## config.mk

```make
export PLATFORM = sky130hd
export DESIGN_NAME = ssr_status_regs
export DESIGN_NICKNAME = d
export VERILOG_FILES = /design/src/rtl/ssr_pkg.sv /design/src/rtl/ssr_status_regs.sv
export SDC_FILE = /design/constraint.sdc
export NUM_CORES = 1
export LEC_CHECK = 0
export BUFFER_PORTS_ARGS = -buffer_cell sky130_fd_sc_hd__buf_2
export CORE_MARGIN = 4
export CORE_UTILIZATION = 35
export DETAILED_ROUTE_END_ITERATION = 8
export MAX_ROUTING_LAYER = met4
export SLEW_MARGIN = 0
export SYNTH_ARGS = -nofsm -noshare
export SYNTH_HDL_FRONTEND = slang
export SYNTH_SLANG_ARGS = --single-unit
```

## constraint.sdc

```tcl
create_clock -name clk_sys -period 1.4 [get_ports clk_sys]
set_input_delay 0.21 -clock clk_sys [delete_from_list [all_inputs] [get_ports clk_sys]]
set_output_delay 0.21 -clock clk_sys [all_outputs]
set_load 0.05 [all_outputs]
```

## src/rtl/ssr_pkg.sv

```systemverilog
/*
 * constants for the safety status register bank: register selects, field positions,
 * reset values and watchdog counter figures.
 * assumes a single 40 MHz clock domain.
 */
`default_nettype none
package ssr_pkg;
	localparam logic [1:0] SEL_SUPPLY_A = 2'h0;
	localparam logic [1:0] SEL_RAIL_B = 2'h1;
	localparam logic [1:0] SEL_PROTECT = 2'h2;
	localparam logic [1:0] SEL_CRC_WD = 2'h3;
	localparam logic [7:0] RST_SUPPLY_A = 8'h00;
	localparam logic [7:0] RST_RAIL_B = 8'h00;
	localparam logic [7:0] RST_PROTECT = 8'h00;
	localparam logic [2:0] WD_CNT_DEFAULT = 3'h5;
	localparam logic [2:0] WD_CNT_MAX = 3'h7;
	localparam logic [2:0] WD_CNT_ENABLE_BELOW = 3'h5;
	localparam int BIT_CFG_CRC = 5;
	localparam int BIT_NVM_CRC = 4;
	localparam int BIT_PROT_RSV = 3;
	localparam logic [7:0] CRC8_POLY = 8'h07;
	localparam logic [7:0] CRC8_INIT = 8'hFF;
	typedef enum logic [2:0] {
		SSR_STANDBY,
		SSR_RESET,
		SSR_DIAG,
		SSR_ACTIVE,
		SSR_SAFE
	} ssr_state_t;
endpackage
`default_nettype wire

```

## src/rtl/ssr_status_regs.sv

```systemverilog
/*
 * read-only safety and supply-monitor status registers with crc checks and the
 * watchdog fail counter.
 * assumes monitor inputs are synchronous to clk_sys; the state machine that owns
 * the device state supplies diagState/stateEntry and consumes safeRequest.
 */
`default_nettype none
// Functional notes
// - battery overvoltage bit 7, undervoltage bit 6 of register a, live
// - high pump overvoltage bit 5, live
// - low pump overvoltage bit 4, undervoltage bit 3, live
// - monitor supply bad bit 2, live
// - reference below main band gap bit 1, above bit 0, live
// - register b holds live ov/uv pairs for four rails
// - transceiver undervoltage reported even when rail disabled
// - transceiver current limit bit 7, reads 1 while rail disabled
// - io rail current limit bit 6, live
// - sensor supply undervoltage bit 5, overvoltage bit 4, live
// - sensor overtemp bit 2 holds sensor regulator disabled
// - transceiver overtemp bit 1; when unmasked disables rail, clears enable
// - io overtemp bit 0 keeps io regulator disabled
// - crc8 over config registers, mismatch sets bit 5
// - clean nonvolatile crc check clears config crc error
// - crc8 over nonvolatile content, mismatch sets bit 4
// - nonvolatile crc error in diagnostic state requests safe state
// - 3-bit watchdog fail counter, default 5, reloaded on diag/active entry
// - counter increments on bad or timeout, decrements on good
// - enable drive held off until counter below 5
// - with reset enable, event after count 7 sets watchdog failure
// - crc and watchdog register reinitialised on power-on reset and self test
// - transceiver overtemp unmask defaults to 1
module ssr_status_regs
	import ssr_pkg::*;
#(
	parameter int CFG_BYTES = 4,
	parameter int NVM_BYTES = 8
) (
	// clock and reset
	input wire logic clk_sys,
	input wire logic rst_n,
	input wire logic selfTestReinit,
	// monitor comparators
	input wire logic [7:0] supplyCond,
	input wire logic [7:0] railCond,
	input wire logic xcvrIlimCond,
	input wire logic ioIlimCond,
	input wire logic sensUvCond,
	input wire logic sensOvCond,
	input wire logic sensOtCond,
	input wire logic xcvrOtCond,
	input wire logic ioOtCond,
	// control bits from configuration
	input wire logic xcvrEnableSet,
	input wire logic xcvrEnableClr,
	input wire logic xcvrUnmaskWr,
	input wire logic xcvrUnmaskVal,
	input wire logic watchdogResetEnable,
	// crc content
	input wire logic [8*CFG_BYTES-1:0] cfgContent,
	input wire logic [7:0] cfgCrcExpected,
	input wire logic [8*NVM_BYTES-1:0] nvmContent,
	input wire logic [7:0] nvmCrcExpected,
	input wire logic nvmCheckStart,
	// device state and watchdog events
	input wire logic diagState,
	input wire logic stateEntry,
	input wire logic wdGood,
	input wire logic wdBad,
	// read port
	input wire logic [1:0] rdSel,
	input wire logic rdStrobe,
	output logic [7:0] rdData,
	// regulator and safety outputs
	output logic xcvrRailEnable,
	output logic sensRegDisable,
	output logic ioRegDisable,
	output logic enableDriveAllowed,
	output logic watchdogFailure,
	output logic safeRequest
);
	logic rstMeta_q, rstSync_q;
	logic [7:0] supply_q, rail_q, protect_q;
	logic xcvrEn_q, unmask_q;
	logic cfgErr_q, nvmErr_q;
	logic [2:0] wdCnt_q;
	logic wdFail_q, nvmDone_q;
	logic sensDis_q, ioDis_q, endrvOk_q, safe_q;
	logic [7:0] rd_q;
	logic [7:0] cfgCrc, nvmCrc;
	logic [7:0] crcStat;

	function automatic logic [7:0] crc8(input logic [7:0] init, input logic [7:0] data);
		logic [7:0] c;
		c = init ^ data;
		for (int i = 0; i < 8; i++) begin
			c = c[7] ? ((c << 1) ^ CRC8_POLY) : (c << 1);
		end
		return c;
	endfunction

	always_comb begin
		cfgCrc = CRC8_INIT;
		for (int b = 0; b < CFG_BYTES; b++) begin
			cfgCrc = crc8(cfgCrc, cfgContent[8*b +: 8]);
		end
		nvmCrc = CRC8_INIT;
		for (int b = 0; b < NVM_BYTES; b++) begin
			nvmCrc = crc8(nvmCrc, nvmContent[8*b +: 8]);
		end
	end

	// reset synchroniser
	always_ff @(posedge clk_sys or negedge rst_n) begin
		if (!rst_n) begin
			rstMeta_q <= 1'b0;
			rstSync_q <= 1'b0;
		end else begin
			rstMeta_q <= 1'b1;
			rstSync_q <= rstMeta_q;
		end
	end

	// live monitor flags
	always_ff @(posedge clk_sys or negedge rstSync_q) begin
		if (!rstSync_q) begin
			supply_q <= RST_SUPPLY_A;
			rail_q <= RST_RAIL_B;
			protect_q <= RST_PROTECT;
		end else begin
			supply_q <= supplyCond;
			rail_q <= railCond;
			protect_q[7] <= xcvrIlimCond | ~xcvrEn_q;
			protect_q[6] <= ioIlimCond;
			protect_q[5] <= sensUvCond;
			protect_q[4] <= sensOvCond;
			protect_q[BIT_PROT_RSV] <= 1'b0;
			protect_q[2] <= sensOtCond;
			protect_q[1] <= xcvrOtCond;
			protect_q[0] <= ioOtCond;
		end
	end

	// regulator side effects of overtemperature
	always_ff @(posedge clk_sys or negedge rstSync_q) begin
		if (!rstSync_q) begin
			xcvrEn_q <= 1'b0;
			unmask_q <= 1'b1;
			sensDis_q <= 1'b0;
			ioDis_q <= 1'b0;
		end else begin
			if (xcvrUnmaskWr) begin
				unmask_q <= xcvrUnmaskVal;
			end
			if (xcvrOtCond && unmask_q) begin
				xcvrEn_q <= 1'b0;
			end else if (xcvrEnableClr) begin
				xcvrEn_q <= 1'b0;
			end else if (xcvrEnableSet) begin
				xcvrEn_q <= 1'b1;
			end
			sensDis_q <= sensOtCond;
			ioDis_q <= ioOtCond;
		end
	end

	// crc error flags
	always_ff @(posedge clk_sys or negedge rstSync_q) begin
		if (!rstSync_q) begin
			cfgErr_q <= 1'b0;
			nvmErr_q <= 1'b0;
			nvmDone_q <= 1'b0;
		end else if (selfTestReinit) begin
			cfgErr_q <= 1'b0;
			nvmErr_q <= 1'b0;
			nvmDone_q <= 1'b0;
		end else begin
			nvmDone_q <= nvmCheckStart;
			if (cfgCrc != cfgCrcExpected) begin
				cfgErr_q <= 1'b1;
			end else begin
				cfgErr_q <= 1'b0;
			end
			if (nvmDone_q && (nvmCrc == nvmCrcExpected)) begin
				cfgErr_q <= 1'b0;
			end
			nvmErr_q <= (nvmCrc != nvmCrcExpected);
		end
	end

	// watchdog fail counter
	always_ff @(posedge clk_sys or negedge rstSync_q) begin
		if (!rstSync_q) begin
			wdCnt_q <= WD_CNT_DEFAULT;
			wdFail_q <= 1'b0;
		end else if (selfTestReinit) begin
			wdCnt_q <= WD_CNT_DEFAULT;
			wdFail_q <= 1'b0;
		end else if (stateEntry) begin
			wdCnt_q <= WD_CNT_DEFAULT;
		end else if (wdBad) begin
			if (wdCnt_q == WD_CNT_MAX) begin
				if (watchdogResetEnable) begin
					wdFail_q <= 1'b1;
				end
			end else begin
				wdCnt_q <= wdCnt_q + 3'h1;
			end
		end else if (wdGood && wdCnt_q != 3'h0) begin
			wdCnt_q <= wdCnt_q - 3'h1;
		end
	end

	// enable drive permission and safe request
	always_ff @(posedge clk_sys or negedge rstSync_q) begin
		if (!rstSync_q) begin
			endrvOk_q <= 1'b0;
			safe_q <= 1'b0;
		end else begin
			endrvOk_q <= (wdCnt_q < WD_CNT_ENABLE_BELOW);
			safe_q <= nvmErr_q & diagState;
		end
	end

	assign crcStat = {2'b00, cfgErr_q, nvmErr_q, 1'b0, wdCnt_q};

	// read port, registers are read only
	always_ff @(posedge clk_sys or negedge rstSync_q) begin
		if (!rstSync_q) begin
			rd_q <= 8'h00;
		end else if (rdStrobe) begin
			case (rdSel)
				SEL_SUPPLY_A: rd_q <= supply_q;
				SEL_RAIL_B: rd_q <= rail_q;
				SEL_PROTECT: rd_q <= protect_q;
				SEL_CRC_WD: rd_q <= crcStat;
				default: rd_q <= 8'h00;
			endcase
		end
	end

	assign rdData = rd_q;
	assign xcvrRailEnable = xcvrEn_q;
	assign sensRegDisable = sensDis_q;
	assign ioRegDisable = ioDis_q;
	assign enableDriveAllowed = endrvOk_q;
	assign watchdogFailure = wdFail_q;
	assign safeRequest = safe_q;

	// live monitor flag tracking
	a_supply_live: assert property (@(posedge clk_sys) disable iff (!rstSync_q)
		supply_q == $past(supplyCond))
		else $error("supply flags not live");

	a_rail_live: assert property (@(posedge clk_sys) disable iff (!rstSync_q)
		rail_q == $past(railCond))
		else $error("rail flags not live");

	a_ilim_disabled: assert property (@(posedge clk_sys) disable iff (!rstSync_q)
		!xcvrEn_q |=> protect_q[7])
		else $error("current limit not 1 when off");

	a_ilim_follow: assert property (@(posedge clk_sys) disable iff (!rstSync_q)
		xcvrEn_q |=> protect_q[7] == $past(xcvrIlimCond))
		else $error("current limit flag not live");

	a_io_ilim: assert property (@(posedge clk_sys) disable iff (!rstSync_q)
		$past(rstSync_q) |-> protect_q[6] == $past(ioIlimCond))
		else $error("io current limit flag not live");

	a_sens_flags: assert property (@(posedge clk_sys) disable iff (!rstSync_q)
		$past(rstSync_q) |-> protect_q[5:4] == {$past(sensUvCond), $past(sensOvCond)})
		else $error("sensor supply flags not live");

	a_xcvr_ot_flag: assert property (@(posedge clk_sys) disable iff (!rstSync_q)
		$past(rstSync_q) |-> protect_q[1] == $past(xcvrOtCond))
		else $error("transceiver overtemp flag not live");

	// regulator side effects
	a_ot_shutdown: assert property (@(posedge clk_sys) disable iff (!rstSync_q)
		xcvrOtCond && unmask_q |=> !xcvrEn_q)
		else $error("overtemp did not disable");

	a_ot_masked: assert property (@(posedge clk_sys) disable iff (!rstSync_q)
		xcvrOtCond && !unmask_q && xcvrEn_q && !xcvrEnableClr |=> xcvrEn_q)
		else $error("masked overtemp changed enable");

	a_sens_hold: assert property (@(posedge clk_sys) disable iff (!rstSync_q)
		sensOtCond |=> sensDis_q && protect_q[2])
		else $error("sensor not held off");

	a_io_hold: assert property (@(posedge clk_sys) disable iff (!rstSync_q)
		ioOtCond |=> ioDis_q && protect_q[0])
		else $error("io not held off");

	// crc flags
	a_cfg_crc: assert property (@(posedge clk_sys) disable iff (!rstSync_q)
		cfgCrc != cfgCrcExpected && !(nvmDone_q && nvmCrc == nvmCrcExpected)
		&& !selfTestReinit |=> cfgErr_q)
		else $error("config crc mismatch not flagged");

	a_nvm_clear: assert property (@(posedge clk_sys) disable iff (!rstSync_q)
		nvmDone_q && nvmCrc == nvmCrcExpected && !selfTestReinit |=> !cfgErr_q)
		else $error("clean nvm check did not clear config error");

	a_nvm_crc: assert property (@(posedge clk_sys) disable iff (!rstSync_q)
		$past(rstSync_q) && !$past(selfTestReinit) |-> nvmErr_q == $past(nvmCrc != nvmCrcExpected))
		else $error("nvm crc flag not live");

	a_safe_req: assert property (@(posedge clk_sys) disable iff (!rstSync_q)
		nvmErr_q && diagState |=> safe_q)
		else $error("no safe request");

	// watchdog fail counter
	a_wd_entry: assert property (@(posedge clk_sys) disable iff (!rstSync_q)
		stateEntry && !selfTestReinit |=> wdCnt_q == 3'h5)
		else $error("no reload");

	a_wd_inc: assert property (@(posedge clk_sys) disable iff (!rstSync_q)
		wdBad && !stateEntry && !selfTestReinit && wdCnt_q < 3'h7 |=> wdCnt_q == $past(wdCnt_q) + 3'h1)
		else $error("no increment");

	a_wd_dec: assert property (@(posedge clk_sys) disable iff (!rstSync_q)
		wdGood && !wdBad && !stateEntry && !selfTestReinit && wdCnt_q != 3'h0
		|=> wdCnt_q == $past(wdCnt_q) - 3'h1)
		else $error("no decrement");

	a_wd_floor: assert property (@(posedge clk_sys) disable iff (!rstSync_q)
		wdGood && !wdBad && !stateEntry && !selfTestReinit && wdCnt_q == 3'h0 |=> wdCnt_q == 3'h0)
		else $error("counter wrapped below zero");

	a_wd_sat: assert property (@(posedge clk_sys) disable iff (!rstSync_q)
		wdBad && wdCnt_q == 3'h7 && !stateEntry && !selfTestReinit |=> wdCnt_q == 3'h7)
		else $error("counter wrapped above seven");

	a_watchdog_failure_status: assert property (@(posedge clk_sys) disable iff (!rstSync_q)
		wdBad && wdCnt_q == 3'h7 && watchdogResetEnable && !stateEntry && !selfTestReinit |=> wdFail_q)
		else $error("watchdog failure missed");

	a_enable_drive_output_gate: assert property (@(posedge clk_sys) disable iff (!rstSync_q)
		endrvOk_q |-> $past(wdCnt_q) < 3'h5)
		else $error("enable drive too early");

	a_enable_drive_output_allow: assert property (@(posedge clk_sys) disable iff (!rstSync_q)
		wdCnt_q < WD_CNT_ENABLE_BELOW |=> endrvOk_q)
		else $error("enable drive not allowed");

	a_reinit_clear: assert property (@(posedge clk_sys) disable iff (!rstSync_q)
		selfTestReinit |=> wdCnt_q == WD_CNT_DEFAULT && !wdFail_q && !cfgErr_q && !nvmErr_q)
		else $error("self test did not reinitialise");

	// read port
	a_rsv_zero: assert property (@(posedge clk_sys) disable iff (!rstSync_q)
		rdData[7:6] == 2'b00 || $past(rdSel) != SEL_CRC_WD || !$past(rdStrobe))
		else $error("reserved bits nonzero");

	a_crc_rsv: assert property (@(posedge clk_sys) disable iff (!rstSync_q)
		$past(rdStrobe) && $past(rdSel) == SEL_CRC_WD |-> !rdData[3])
		else $error("crc register reserved bit nonzero");

	a_prot_rsv: assert property (@(posedge clk_sys) disable iff (!rstSync_q)
		$past(rdStrobe) && $past(rdSel) == SEL_PROTECT |-> !rdData[BIT_PROT_RSV])
		else $error("protection register reserved bit nonzero");

	a_rd_hold: assert property (@(posedge clk_sys) disable iff (!rstSync_q)
		!rdStrobe |=> $stable(rdData))
		else $error("read data changed without strobe");

	c_watchdog_failure_status: cover property (@(posedge clk_sys) disable iff (!rstSync_q) $rose(wdFail_q));
	c_ot_shut: cover property (@(posedge clk_sys) disable iff (!rstSync_q) $fell(xcvrEn_q));
	c_safe: cover property (@(posedge clk_sys) disable iff (!rstSync_q) $rose(safe_q));
	c_enable_drive_output: cover property (@(posedge clk_sys) disable iff (!rstSync_q) $rose(endrvOk_q));
	c_cfg_clear: cover property (@(posedge clk_sys) disable iff (!rstSync_q)
		nvmDone_q && cfgErr_q ##1 !cfgErr_q);
endmodule
`default_nettype wire

```

Word level (Yosys, flattened, before mapping)
Cells that the tools add are included.
Widths: inputs -> output; s select.
{ "classes": {"n_div": 0, "n_addsub": 2, "mux": 115, "n_lt_le_gt_ge": 1, "n_bitwise": 111, "n_reduce_logical": 12, "shifts": 0, "n_mul": 0, "n_eq_ne": 9} }
{ "op_table": {"columns": ["op", "count"], "rows": [
  ["$mux 3", 101],
  ["$not 3->3", 96],
  ["$xor 8x8->8", 10],
  ["$pmux 8 s4", 1],
  ["$ne 8x8->1", 2],
  ["$not 8->8", 2],
  ["$mux 1", 13],
  ["$eq 8x8->1", 1],
  ["$reduce_bool 2->1", 3],
  ["$reduce_bool 3->1", 2],
  ["$eq 2x2->1 const B", 2],
  ["$ne 4x4->1 const B", 1],
  ["$reduce_and 4->1", 1],
  ["$reduce_bool 4->1", 1],
  ["$add 3x1->3 const B", 1],
  ["$eq 3x3->1 const B", 1],
  ["$logic_and 1x1->1", 3],
  ["$lt 3x3->1 const B", 1],
  ["$sub 3x1->3 const B", 1],
  ["$eq 2x1->1 const B", 1],
  ["$logic_not 2->1", 1],
  ["$ne 2x2->1 const B", 1],
  ["$reduce_and 2->1", 1],
  ["$and 1x1->1", 1],
  ["other kinds (2)", 2]
]} }
{ "totals": {"n_memories": 0, "reg_bits": 46, "out_inout_bits": 14, "elab_cells": 267, "romBits": 0, "latch_bits": 0, "in_bits": 151, "mem_bits_rw": 0} }

Depth between registers and ports, before layout
{ "depth": {"depth_word": 140, "ltp_mapped": 14, "ltp_nobuf": 13} }

Worst setup path after synthesis
No wires, ideal clock.
{ "synth_timing": {"path_type": "input-to-reg", "start": "input nvmContent[3]", "end": "register cfgErr_q", "path_stages": 14, "slack_ns": -2.954, "path_buffers": 1, "setup_time_ns": 0.140, "arrival_ns": 4.214, "required_ns": 1.260, "cell_sequence": "buf_2 xnor3_2 xnor2_4 xor2_1 xnor3_2 xnor3_1 xnor3_1 xnor3_2 xnor3_1 or4_1 nand3_1 o211ai_2 a211oi_2 a211oi_1"} }
{ "synth_between": {"elab_chain_cells": 52, "word_cells_on_any_way": 121, "cone_classes": "eq/ne: 1; mux: 58; bitwise: 61; reduce/logical: 1"} }
{ "synth_lines": {"columns": ["item", "line_no", "rtl"], "rows": [
  ["start, declared", "ssr_status_regs.sv:61", "input wire logic [8*NVM_BYTES-1:0] nvmContent,"],
  ["$not 8->8 (no source line) *", null, null],
  ["$mux 3 *", "ssr_status_regs.sv:96", "c = c[7] ? ((c << 1) ^ CRC8_POLY) : (c << 1);"],
  ["$not 3->3 (no source line)", null, null],
  ["$mux 3", "ssr_status_regs.sv:96", null],
  ["$not 3->3 (no source line)", null, null],
  ["$mux 3", "ssr_status_regs.sv:96", null],
  ["$xor 8x8->8 *", "ssr_status_regs.sv:94", "c = init ^ data;"],
  ["$mux 3", "ssr_status_regs.sv:96", null],
  ["(+36 left out)", null, null],
  ["$not 3->3 (no source line)", null, null],
  ["$mux 3", "ssr_status_regs.sv:96", null],
  ["$not 3->3 (no source line)", null, null],
  ["$mux 3", "ssr_status_regs.sv:96", null],
  ["$eq 8x8->1 *", "ssr_status_regs.sv:183", "if (nvmDone_q && (nvmCrc == nvmCrcExpected)) begin"],
  ["$logic_and 1x1->1 *", "ssr_status_regs.sv:183", null],
  ["$mux 1 *", "ssr_status_regs.sv:183", null],
  ["$mux 1 *", "ssr_status_regs.sv:172", "end else if (selfTestReinit) begin"],
  ["end signal, assigned", "ssr_status_regs.sv:173", "cfgErr_q <= 1'b0;"],
  ["end signal, assigned", "ssr_status_regs.sv:181", "cfgErr_q <= 1'b0;"],
  ["end signal, assigned", "ssr_status_regs.sv:184", "cfgErr_q <= 1'b0;"],
  ["end, declared", "ssr_status_regs.sv:84", "logic cfgErr_q, nvmErr_q;"]
]} }
Every way passes the cells marked *; elsewhere a longest branch is shown, timed or not.
A chain may end at the register's enable or synchronous reset.

Worst setup path in the final report
{ "layout_timing": {"start": "input nvmContent[5]", "end": "register cfgErr_q"} }
Same word-level chain as after synthesis.

==> summary.txt <==
Run status
  • Outcome: complete, but fails checks
  • Failing checks: setup timing

Timing
  • Final Max Slew Viols: 0
  • Clock skew: 2.00 ps
  • Final period util: 2.75
  • Slew @ Worst Pin: 486 ps
  • Final hold viol count: 0
  • Setup WS post-layout: -2450 ps
  • F_max: 0.260 GHz
  • Hold slack: 36.2 ps
  • RSZ-0062 raised after global routing: yes
  • Endpoints failing setup: 5
  • Worst slew margin: 0.668
  • Min Tclk post-route: 3850 ps

Yosys
  • Top cell type's share of synthesized area: 0.265
  • Post-synth top cells: xnor2_1, xor2_1, dfrtp_1, xnor3_1, nor2_1
  • Synthesized flop and latch total: 44
  • Number of synthesized flops with an enable pin: 0
  • Post-Synthesis Cells: 382
  • Cell with the most instances after synthesis: xnor2_1
  • Post-synth top area cell: xnor2_1
  • Post-synthesis sequential area ratio: 0.236
  • Async SR Flop Fraction: 1.00
  • Synth top area cells: xnor2_1, dfrtp_1, xnor3_1
  • Total nets after synthesis: 534
  • Library cells used by synthesis: 48
  • Ys flop type: dfrtp_1
  • YS warnings: 0
  • Mean area per synthesized cell: 12.3 um2
  • Mapped Area: 4690 um2

Detailed routing
  • Final WL: 11500 um
  • Detail-routed via count per cell: 4.36
  • DR pass1 iterations: 4
  • 1st-iter DRT viols: 81
  • Routed vias: 3666
  • Wire length per cell: 13.7 um
  • Drc violations: 0
  • Routed Antenna Nets: 0

Worst setup path
  • FF-to-FF Start: wdCnt_q[0]
  • Top Family by Delay on Critical Path: XOR/XNOR gates
  • CP dominant cell by count: xnor3_1
  • FF-to-FF setup slack: -230 ps
  • Crit path buf inv count: 2
  • Critical Path RT: 1550 ps
  • CP max FO: 4
  • Arrival @ worst endpoint: 4000 ps
  • Critical-path cell list: buf_2 > xnor3_1 > xnor2_1 > xnor2_2 > buf_4 > xnor3_1 > xnor2_1 > xnor3_1 > xnor3_2 > xnor3_1 > or4_1 > nand3_1 > o211ai_2 > a211oi_2 > a211oi_1
  • WS Path Type: in -> reg
  • CP Capture Type: flip-flop
  • Crit-path max cell delay: 470 ps
  • FF-to-FF path depth: 6
  • Critical path's slowest cell: or4_1
  • Reg2Reg Capture Point: wdCnt_q[2]
  • CP Launch Type: primary input

Cells and area
  • Share of layout cells above drive strength 1: 0.529
  • Fill cells: 1208
  • Post-Layout Cell Count: 840
  • Fin nets: 814
  • Synthesis-to-finish area growth: 49.2%

Floorplanning
  • IO Pins: 165
  • Die height: 124 um
  • Die width: 124 um
  • DIE AREA: 15300 um2
  • Core area: 13200 um2
  • Rows: 42
  • Initial Utilization: 0.355

Min path
  • Hold Path Depth: 1
  • WHS Endpoint: rail_q[7]
  • Hold wc startpoint: railCond[7]
  • Worst min-delay path category: in -> reg

Clocking
  • Total CTS buffers: 5
  • Clock tree sinks: 44
  • H-tree Lvls: 2
  • Worst skew pair latency: 280 ps
  • Clock transition at path regs: 60 ps
  • CTS root buffer: clkbuf_16
  • Clk buf depth: 2
  • CTS tree: built

Global route
  • Initial antenna violation count: 0
  • Total Routing Usage GR: 0.152
  • Vias in the first global route: 3797
  • Largest net degree at the start of global routing: 19
  • GRT overflow: 0
  • First-pass GRT wire length: 17900 um

Placed design
  • Gpl congestion: 0.833
  • # port buffers: 164
  • DPL Wire Length: 10100 um
  • Post-Place Cells: 825

Job
  • MaxCap Viol Count: 0
[worst reg2reg max path, stage by stage (launching register included)]
cell and delay [ps]:
dfstp_2 550, inv_2 50, fa_2 330, xor2_1 130, nand2_1 80, xnor2_1 120
or3_1 300
[worst max path at each step]
stage	startpoint	end	cells after the start
floorplan	nvmContent[4]	cfgErr_q	13
global placement	nvmContent[0]	cfgErr_q	14
detailed placement	nvmContent[4]	cfgErr_q	16
CTS	nvmContent[0]	cfgErr_q	15
global route	nvmContent[7]	cfgErr_q	16
finish	nvmContent[5]	cfgErr_q	15
[repair_timing]
item	CTS	global route
setup buffers	4	2
setup endpoints to repair	4	7
hold endpoints to repair	2	0
pin swaps	12	8
hold buffers	1	0
gates resized for setup	14	8
[area by class of cell]
class | count | area, um2 | share of cell area
clock inverter | 2 | 10.0 | 0.00143
sequential | 44 | 1110 | 0.159
clock buffer | 6 | 139 | 0.0199
multi-input combinational | 329 | 3770 | 0.540
timing repair buffer | 279 | 1730 | 0.247
antenna | 1 | 2.50 | 0.000358
inverter | 3 | 11.3 | 0.00161
tap | 176 | 220 | 0.0315
[cells in the final DEF (no fill, tap or decap), types with 4 or more instances in the layout]
cell         n
buf_2      164
xnor2_2     16
mux2i_1      4
a211oi_1     4
xnor2_1    127
nand3_1      5
xor3_1       9
nor3_1       4
xor2_1      37
mux4_2       5
or3_1        5
clkbuf_16    5
buf_4      108
a21oi_1      5
nor2_1      12
mux2_2       6
xor2_2       7
xnor3_2     12
dfrtp_1     38
xnor3_1     27
buf_6        4
[state kept, by name (all words and copies together) (netlist names), 3 cells and up]
register / flops
protect_q: 7
supply_q: 8
rail_q: 8
wdCnt_q: 3
rdData: 8
[cells by family after synthesis]
family                     Yosys count  share of synthesized area
DFF                                 44                      0.236
xor gates and xnor gates           240                      0.610
adders and majority gates            1                    0.00427
and+or+nand+nor                     46                     0.0528
other                                1                   0.000800
buffers and inverters                9                    0.00747
muxes                               16                     0.0494
AOI/OAI and AO/OA                   25                     0.0395
[layer usage]
layer | track usage | part of all wire | vias up
li1 | - | - | 1856
met1 | 0.188 | 0.42 | 1699
met2 | 0.276 | 0.53 | 101
met3 | 0.0141 | 0.044 | 10
met4 | 0.0235 | 0.0082 | 0
met5 | - | 0 | -
[per-stage QoR]
stage | utilization | setup WS, ps | TNS (ps) | cell area, um2
after floorplan | - | -2480 | -5190 | 4810
final | 0.530 | -2450 | -5230 | 6990
after CTS | 0.527 | -2460 | -5220 | 6950
after global placement | 0.506 | -2720 | -5650 | 6670
after detailed placement | 0.506 | -2860 | -5980 | 6670
after global routing | 0.530 | -2640 | -5730 | 6990
Power is left out: the tool's default activity adds up to more than one toggle a clock period on the data nets, which glitch-free logic cannot reach.
